$ cat src/dcm_regs.svh
// Register offsets, field positions, reset values and level constants
// Assumes inclusion by the mapper file only
`ifndef DCM_REGS_SVH
`define DCM_REGS_SVH
`define OFF_CTRL 12'h000
`define OFF_STATUS 12'h004
`define OFF_SYMBOL 12'h008
`define CTRL_FAMILY 0
`define CTRL_SCHEME_LO 1
`define CTRL_SCHEME_HI 2
`define CTRL_RUN 3
`define CTRL_RESET 4'h0
`define STAT_OVERRUN 8
`define AMP_FULL 4'h4
`define AMP_DIAG 4'h3
`define STEP_00 3'h1
`define STEP_01 3'h3
`define STEP_10 3'h7
`define STEP_11 3'h5
`endif

$ cat src/dcm_pkg.sv
// Types shared by the dibit constellation mapper
// Assumes the constants header carries the offsets, control bits, levels and phase steps
package dcm_pkg;
    typedef enum logic [1:0] {
        SCH_DIFF,
        SCH_OFFSET,
        SCH_MINSHIFT,
        SCH_PI4
    } scheme_t;
    typedef enum logic {
        PH_FIRST,
        PH_SECOND
    } bit_phase_t;
    typedef struct packed {
        logic signed [3:0] i;
        logic signed [3:0] q;
    } iq_t;
endpackage

$ cat src/dibit_constellation_mapper.sv
// Dibit FIFO and the constellation mapper with its APB register slave
// Assumes bit_clk and bit_data are synchronous to mclk, bit_clk < mclk/2
`timescale 1ns/10ps
`include "dcm_regs.svh"

module dcm_fifo #(
    parameter int WIDTH = 2,
    parameter int DEPTH = 16,
    parameter int LW = $clog2(DEPTH + 1)
) (
    // Clock and reset
    input wire logic clk,
    input wire logic rst,
    // Fill side
    input wire logic in_valid,
    output logic in_ready,
    input wire logic [WIDTH-1:0] in_data,
    // Drain side
    output logic out_valid,
    input wire logic out_ready,
    output logic [WIDTH-1:0] out_data,
    output logic [LW-1:0] level
);
    localparam int AW = (DEPTH > 1) ? $clog2(DEPTH) : 1;
    logic [WIDTH-1:0] mem_ff [DEPTH];
    logic [AW-1:0] wr_ff, nxt_wr, rd_ff, nxt_rd;
    logic [LW-1:0] cnt_ff, nxt_cnt;
    logic do_wr, do_rd;

    assign in_ready = cnt_ff < LW'(DEPTH);
    assign out_valid = cnt_ff != '0;
    assign out_data = mem_ff[rd_ff];
    assign level = cnt_ff;
    assign do_wr = in_valid & in_ready;
    assign do_rd = out_ready & out_valid;

    always_comb begin
        nxt_wr = wr_ff;
        nxt_rd = rd_ff;
        nxt_cnt = cnt_ff;
        if (do_wr) begin
            nxt_wr = (wr_ff == AW'(DEPTH - 1)) ? '0 : wr_ff + 1'b1;
        end
        if (do_rd) begin
            nxt_rd = (rd_ff == AW'(DEPTH - 1)) ? '0 : rd_ff + 1'b1;
        end
        if (do_wr && !do_rd) begin
            nxt_cnt = cnt_ff + 1'b1;
        end else if (do_rd && !do_wr) begin
            nxt_cnt = cnt_ff - 1'b1;
        end
    end

    always_ff @(posedge clk) begin
        if (rst) begin
            wr_ff <= '0;
            rd_ff <= '0;
            cnt_ff <= '0;
        end else begin
            wr_ff <= nxt_wr;
            rd_ff <= nxt_rd;
            cnt_ff <= nxt_cnt;
        end
    end

    always_ff @(posedge clk) begin
        if (do_wr) begin
            mem_ff[wr_ff] <= in_data;
        end
    end
endmodule

module dibit_constellation_mapper import dcm_pkg::*; #(
    parameter int FIFO_DEPTH = 16
) (
    // Clock and reset
    input wire logic mclk,
    input wire logic sys_rst,
    // APB slave
    input wire logic [11:0] paddr,
    input wire logic psel,
    input wire logic penable,
    input wire logic pwrite,
    input wire logic [31:0] pwdata,
    output logic [31:0] prdata,
    output logic pready,
    output logic pslverr,
    // Serial source
    input wire logic bit_clk,
    input wire logic bit_data,
    output logic src_ready,
    // Symbol outputs
    output logic symbol_rate_pulse,
    output iq_t iq
);
    localparam int LW = $clog2(FIFO_DEPTH + 1);

    function automatic scheme_t pick_scheme(input logic [3:0] ctrl);
        if (ctrl[`CTRL_FAMILY]) begin
            return SCH_PI4;
        end
        case (ctrl[`CTRL_SCHEME_HI:`CTRL_SCHEME_LO])
            2'h1: return SCH_OFFSET;
            2'h2: return SCH_MINSHIFT;
            default: return SCH_DIFF;
        endcase
    endfunction

    function automatic logic signed [3:0] lvl(input logic neg,
                                              input logic [3:0] amp);
        return neg ? -$signed(amp) : $signed(amp);
    endfunction

    // Eight-phase circle, index k is k*45 deg
    function automatic iq_t phase_iq(input logic [2:0] k);
        iq_t r;
        r.i = '0;
        r.q = '0;
        case (k)
            3'h0: r.i = lvl(1'b0, `AMP_FULL);
            3'h2: r.q = lvl(1'b0, `AMP_FULL);
            3'h4: r.i = lvl(1'b1, `AMP_FULL);
            3'h6: r.q = lvl(1'b1, `AMP_FULL);
            default: begin
                r.i = lvl(k == 3'h3 || k == 3'h5, `AMP_DIAG);
                r.q = lvl(k[2], `AMP_DIAG);
            end
        endcase
        return r;
    endfunction

    // Dibit capture
    logic bclk_q_ff, nxt_bclk_q;
    logic first_bit_ff, nxt_first_bit;
    bit_phase_t half_ff, nxt_half;
    logic bit_rise, tick, mid;
    logic fifo_in_ready, fifo_valid, pop;
    logic [1:0] fifo_dout;
    logic [LW-1:0] fifo_level;

    assign bit_rise = bit_clk & ~bclk_q_ff;
    assign tick = bit_rise && half_ff == PH_SECOND;
    assign mid = bit_rise && half_ff == PH_FIRST;

    always_comb begin
        nxt_bclk_q = bit_clk;
        nxt_first_bit = first_bit_ff;
        nxt_half = half_ff;
        if (mid) begin
            nxt_first_bit = bit_data;
            nxt_half = PH_SECOND;
        end else if (tick) begin
            nxt_half = PH_FIRST;
        end
    end

    always_ff @(posedge mclk) begin
        if (sys_rst) begin
            bclk_q_ff <= 1'b0;
            first_bit_ff <= 1'b0;
            half_ff <= PH_FIRST;
        end else begin
            bclk_q_ff <= nxt_bclk_q;
            first_bit_ff <= nxt_first_bit;
            half_ff <= nxt_half;
        end
    end

    dcm_fifo #(.WIDTH(2), .DEPTH(FIFO_DEPTH), .LW(LW)) u_fifo (
        .clk(mclk),
        .rst(sys_rst),
        .in_valid(tick),
        .in_ready(fifo_in_ready),
        .in_data({first_bit_ff, bit_data}),
        .out_valid(fifo_valid),
        .out_ready(pop),
        .out_data(fifo_dout),
        .level(fifo_level)
    );

    // Registers and symbol engine state
    logic [3:0] ctrl_ff, nxt_ctrl;
    logic overrun_ff, nxt_overrun;
    logic pready_ff, nxt_pready;
    logic pslverr_ff, nxt_pslverr;
    logic [31:0] prdata_ff, nxt_prdata;
    logic src_ready_ff;
    logic symbol_rate_pulse_ff, nxt_symbol_rate_pulse;
    logic [2:0] phase_ff, nxt_phase;
    logic alt_ff, nxt_alt;
    logic have_ff, nxt_have;
    logic [1:0] cur_ff, nxt_cur;
    iq_t iq_ff, nxt_iq;
    scheme_t act;
    logic wr_acc;

    assign act = pick_scheme(ctrl_ff);
    assign pop = tick & ctrl_ff[`CTRL_RUN] & fifo_valid;
    assign wr_acc = psel & penable & pready_ff & pwrite;

    always_comb begin
        nxt_ctrl = ctrl_ff;
        nxt_overrun = overrun_ff;
        nxt_pready = 1'b0;
        nxt_pslverr = 1'b0;
        nxt_prdata = prdata_ff;
        if (wr_acc && paddr == `OFF_CTRL) begin
            nxt_ctrl = pwdata[3:0];
        end
        if (wr_acc && paddr == `OFF_STATUS && pwdata[`STAT_OVERRUN]) begin
            nxt_overrun = 1'b0;
        end
        if (tick && !fifo_in_ready) begin
            nxt_overrun = 1'b1;
        end
        if (psel && !penable) begin
            nxt_pready = 1'b1;
            nxt_prdata = '0;
            case (paddr)
                `OFF_CTRL: nxt_prdata[3:0] = ctrl_ff;
                `OFF_STATUS: begin
                    nxt_prdata[LW-1:0] = fifo_level;
                    nxt_prdata[`STAT_OVERRUN] = overrun_ff;
                    nxt_prdata[13:12] = act;
                    nxt_prdata[18:16] = phase_ff;
                    nxt_prdata[20] = alt_ff;
                end
                `OFF_SYMBOL: nxt_prdata[7:0] = iq_ff;
                default: nxt_pslverr = 1'b1;
            endcase
        end
    end

    always_comb begin
        nxt_symbol_rate_pulse = symbol_rate_pulse_ff;
        nxt_phase = phase_ff;
        nxt_alt = alt_ff;
        nxt_have = have_ff;
        nxt_cur = cur_ff;
        nxt_iq = iq_ff;
        if (tick) begin
            nxt_symbol_rate_pulse = 1'b1;
        end else if (mid) begin
            nxt_symbol_rate_pulse = 1'b0;
        end
        if (pop) begin
            nxt_have = 1'b1;
            nxt_cur = fifo_dout;
            case (act)
                SCH_DIFF: begin
                    case (fifo_dout)
                        2'b00: nxt_phase = phase_ff + `STEP_00;
                        2'b01: nxt_phase = phase_ff + `STEP_01;
                        2'b10: nxt_phase = phase_ff + `STEP_10;
                        default: nxt_phase = phase_ff + `STEP_11;
                    endcase
                    nxt_iq = phase_iq(nxt_phase);
                end
                SCH_PI4: begin
                    // Gray quadrants, odd phases plain, even phases primed
                    nxt_phase = {fifo_dout[1], ^fifo_dout, ~alt_ff};
                    nxt_alt = ~alt_ff;
                    nxt_iq = phase_iq(nxt_phase);
                end
                SCH_OFFSET: begin
                    nxt_iq.i = lvl(fifo_dout[1], `AMP_FULL);
                end
                default: begin
                    // Half-sine: i starts at zero, q at its peak
                    nxt_iq.i = '0;
                    nxt_iq.q = lvl(cur_ff[0], `AMP_FULL);
                end
            endcase
        end else if (mid && have_ff) begin
            if (act == SCH_OFFSET) begin
                nxt_iq.q = lvl(cur_ff[0], `AMP_FULL);
            end else if (act == SCH_MINSHIFT) begin
                nxt_iq.i = lvl(cur_ff[1], `AMP_FULL);
                nxt_iq.q = '0;
            end
        end
    end

    always_ff @(posedge mclk) begin
        if (sys_rst) begin
            ctrl_ff <= `CTRL_RESET;
            overrun_ff <= 1'b0;
            pready_ff <= 1'b0;
            pslverr_ff <= 1'b0;
            prdata_ff <= '0;
            src_ready_ff <= 1'b0;
            symbol_rate_pulse_ff <= 1'b0;
            phase_ff <= '0;
            alt_ff <= 1'b0;
            have_ff <= 1'b0;
            cur_ff <= '0;
            iq_ff <= '0;
        end else begin
            ctrl_ff <= nxt_ctrl;
            overrun_ff <= nxt_overrun;
            pready_ff <= nxt_pready;
            pslverr_ff <= nxt_pslverr;
            prdata_ff <= nxt_prdata;
            src_ready_ff <= fifo_in_ready;
            symbol_rate_pulse_ff <= nxt_symbol_rate_pulse;
            phase_ff <= nxt_phase;
            alt_ff <= nxt_alt;
            have_ff <= nxt_have;
            cur_ff <= nxt_cur;
            iq_ff <= nxt_iq;
        end
    end

    assign prdata = prdata_ff;
    assign pready = pready_ff;
    assign pslverr = pslverr_ff;
    assign src_ready = src_ready_ff;
    assign symbol_rate_pulse = symbol_rate_pulse_ff;
    assign iq = iq_ff;
endmodule

$ cat config.mk
export PLATFORM = sky130hd
export DESIGN_NAME = dibit_constellation_mapper
export DESIGN_NICKNAME = d
export VERILOG_FILES = /design/src/dcm_pkg.sv /design/src/dibit_constellation_mapper.sv
export VERILOG_INCLUDE_DIRS = /design/src
export SDC_FILE = /design/constraint.sdc
export NUM_CORES = 1
export LEC_CHECK = 0
export BUFFER_PORTS_ARGS = -buffer_cell sky130_fd_sc_hd__buf_2
export CAP_MARGIN = 25
export CORE_UTILIZATION = 30
export DETAILED_ROUTE_END_ITERATION = 10
export PLACE_DENSITY_LB_ADDON = 0.08
export SKIP_LAST_GASP = 1
export SLEW_MARGIN = 10
export SYNTH_ARGS = -nofsm -noshare
export SYNTH_HDL_FRONTEND = slang
export SYNTH_SLANG_ARGS = --single-unit
$ cat constraint.sdc
create_clock -name mclk -period 3.22 [get_ports mclk]
set_input_delay 0.322 -clock mclk [delete_from_list [all_inputs] [get_ports mclk]]
set_output_delay 0.322 -clock mclk [all_outputs]
set_load 0.01 [all_outputs]
==> impl_metrics.py <==
metrics = {
    "critical_path": {
        "arrival_ns": 3.43,
        "setup.worst_path.end_class": "flip-flop",
        "crit_type": "flip-flop to flip-flop",
        "cp_max_fo": 4,
        "cp-start-kind": "flip-flop",
        "worstPathRequired_ns": 3.44,
    },
    "clock_tree": {
        "cts_tree": "built",
        "htree_levels": 3,
        "clockBufferDepth": 2,
        "cts.sinks": 91,
        "path_clk_slew_ns": 0.07,
        "cts_buffers": 9,
        "clock-root-buffer": "clkbuf_16",
        "clk_latency_ns": 0.35,
    },
    "layout": {
        "final_core_util_pct": 36.9,
        "fin_cells": 682,
        "antenna-diode-count": 0,
        "areaGrowthSynthToFinish_pct": 20.7,
        "layout-drive-gt1-share_pct": 25.7,
        "final_nets": 567,
    },
    "timing": {
        "rsz0062_at_grt": "yes",
        "setup_viol": 0,
        "fin_crit_sh_pct": 99.8,
        "hold_slack_ns": 0.207,
        "max_freq_mhz": 311,
        "clock-skew-final_ns": 0.00898,
        "fin_crit_ns": 3.21,
        "slew_viol_final": 0,
        "relSlewSlack_pct": 50.7,
        "tightest_slew_ns": 0.740,
        "finalHoldViolCount": 0,
    },
    "logic_synthesis": {
        "synthCells": 429,
        "avgSynthCellArea_um2": 10.3,
        "synth_commonest_cells": "dfxtp_1 (59), nor2_1 (50), nand2_1 (39), edfxtp_1 (32), a21oi_1 (30)",
        "synth_edf_count": 32,
        "synth_warnings": 0,
        "synth_compound_area_share_pct": 11.4,
        "yosys_most_used_dff": "dfxtp_1",
        "synth_area_mm2": 0.00442,
        "synth_fa_ha_area_share_pct": 6.85,
        "synth-seq-area-share_pct": 48.4,
        "synth_area_leaders": "dfxtp_1 (27%), edfxtp_1 (22%), ha_1 (5.9%), nor2_1 (4.2%), mux4_2 (4.1%)",
        "synthSimpleGateAreaFrac_pct": 15.6,
        "synth_top_family_by_area": "simple AND/OR/NAND/NOR gates",
        "async_flop_share_pct": 0,
        "synth.most_common_cell": "dfxtp_1",
        "synth_mux_area_share_pct": 9.08,
        "yosysUniqueCellTypes": 58,
        "synth_top_area_share_pct": 26.7,
        "synth-xor-area-share_pct": 1.98,
        "synth-seq-cells": 91,
        "yosys.area.top_type": "dfxtp_1",
    },
    "routing": {
        "vias": 3183,
        "wl_mm": 10.4,
        "route.detailed.wl_per_inst_um": 15.2,
        "drt_pass1_iterations": 4,
        "drc": 0,
        "drt_iter0_markers": 98,
        "ant_nets": 0,
        "drt-vias-per-instance": 4.67,
    },
    "place": {
        "portBuffers": 50,
        "post-dp-hpwl_mm": 7.53,
        "gp_congestion": 0.743,
        "post-place-cells": 663,
    },
    "global_routing": {
        "grt_use_total_pct": 14.8,
        "antenna_found_initial": 0,
        "grt_max_degree": 36,
        "grt_overflow": 0,
        "grt_pass1_vias": 3143,
        "grt_pass1_wl_mm": 16.6,
    },
    "power": {
        "peakVddDrop_mv": 0.283,
        "finalPower_mw": 2.46,
        "power.leakage_nw": 2.13,
        "power_density_mw_per_mm2": 460,
    },
    "floorplanning": {
        "io-pin-count": 95,
        "std_cell_rows": 44,
        "start_util_pct": 30.5,
        "die_x_um": 123,
        "chipHeight_um": 123,
        "coreArea_mm2": 0.0145,
        "dieArea_mm2": 0.0152,
    },
    "worst_hold_path": {
        "min_path_type": "primary input to flip-flop",
    },
    "job": {
        "maxCapViolations": 0,
    },
    "outcome": {
        "status": "finished clean",
    },
}
-- final timing paths --
path	end	depth (start not counted)	slack, ns	startpoint
max	iq[6]	13	0.007	flip-flop
min	ctrl_ff[3]	3	0.21	pwdata[3]
max reg2reg	iq[6]	13	0.007	flip-flop
min reg2reg	prdata[13]	2	0.45	prdata[13]
-- state kept, by name, indices dropped and copies added (netlist names), named ones only --
name               flops
pready                 1
u_fifo.rd_ff           4
prdata                15
symbol_rate_pulse      1
src_ready              1
overrun_ff             1
pslverr                1
iq                     8
u_fifo.level           5
u_fifo.wr_ff           4
phase_ff               3
bclk_q_ff              1
first_bit_ff           1
alt_ff                 1
half_ff                1
u_fifo.mem_ff         32
have_ff                1
cur_ff                 2
ctrl_ff                4
-- through the flow --
step           TNS (ns)  worst slack, ns  area, um2
2_1_floorplan         0          0.00433       4520
3_3_place_gp     -0.222          -0.0955       4940
3_5_place_dp     -0.235          -0.0981       4940
4_1_cts         -0.0730          -0.0391       5280
5_1_grt          -0.297           -0.124       5340
6_report              0          0.00670       5340
-- placed cells by master, fill, tap and decap left out, types with 12 or more instances in the layout --
cell type / n
dfxtp_1: 58
nor2_1: 50
buf_2: 50
nand2_1: 39
edfxtp_1: 32
a21oi_1: 30
buf_4: 23
ha_1: 18
conb_1: 17
mux2i_1: 14
nand3_1: 13
inv_1: 12
-- report_power, final --
group          internal (mW)  switching, mW  leakage (nW)  total [mW]
sequential              1.20         0.0151         0.767        1.22
clock                  0.554          0.511         0.149        1.06
combinational         0.0775         0.0970          1.22       0.175
total                   1.83          0.623          2.13        2.46
-- repair_timing --
action | CTS | global route
hold buffers | 0 | 0
endpoints found under the setup margin | 5 | 6
endpoints found under the hold margin | 0 | 0
gates resized for setup | 6 | 8
pin swaps | 6 | 6
setup buffers | 2 | 1
-- metal layers --
layer	part of all wire [%]	GRT usage, %	vias up
met3	3.8	4.80	14
met2	50	25.5	55
met1	44	17.0	1501
li1	-	-	1613
met5	0	0	-
met4	2.3	5.65	0
-- area by class of cell --
cell class,instances,area [um2]
Clock buffer,9,225
Timing Repair Buffer,75,445
Fill cell,1486,9140
Sequential cell,91,2140
Tap cell,184,230
Inverter,15,73.8
Clock inverter,7,73.8
Multi-Input combinational cell,301,2150
-- logic make-up (layout without fill, tap and decap cells) --
family                     Yosys count  in the layout
AOI/OAI and AO/OA                   76             76
xor gates and xnor gates            10             10
adders and majority gates           23             23
buffers and inverters               53            106
DFF                                 91             91
muxes                               29             29
other                                1             17
and+or+nand+nor                    146            146
-- worst max-delay path, stage by stage, from the launching register on --
cell and delay (ns):
dfxtp_2 0.35, buf_6 0.11, mux4_2 0.49, mux2i_1 0.17, mux2_4 0.19, inv_4 0.04, ha_4 0.27, inv_4 0.04
fa_2 0.34, xor2_2 0.16, xnor2_2 0.19, mux2_4 0.35, o311ai_4 0.24, a41oi_2 0.13
No activity file was read; power rests on OpenSTA's default activity.
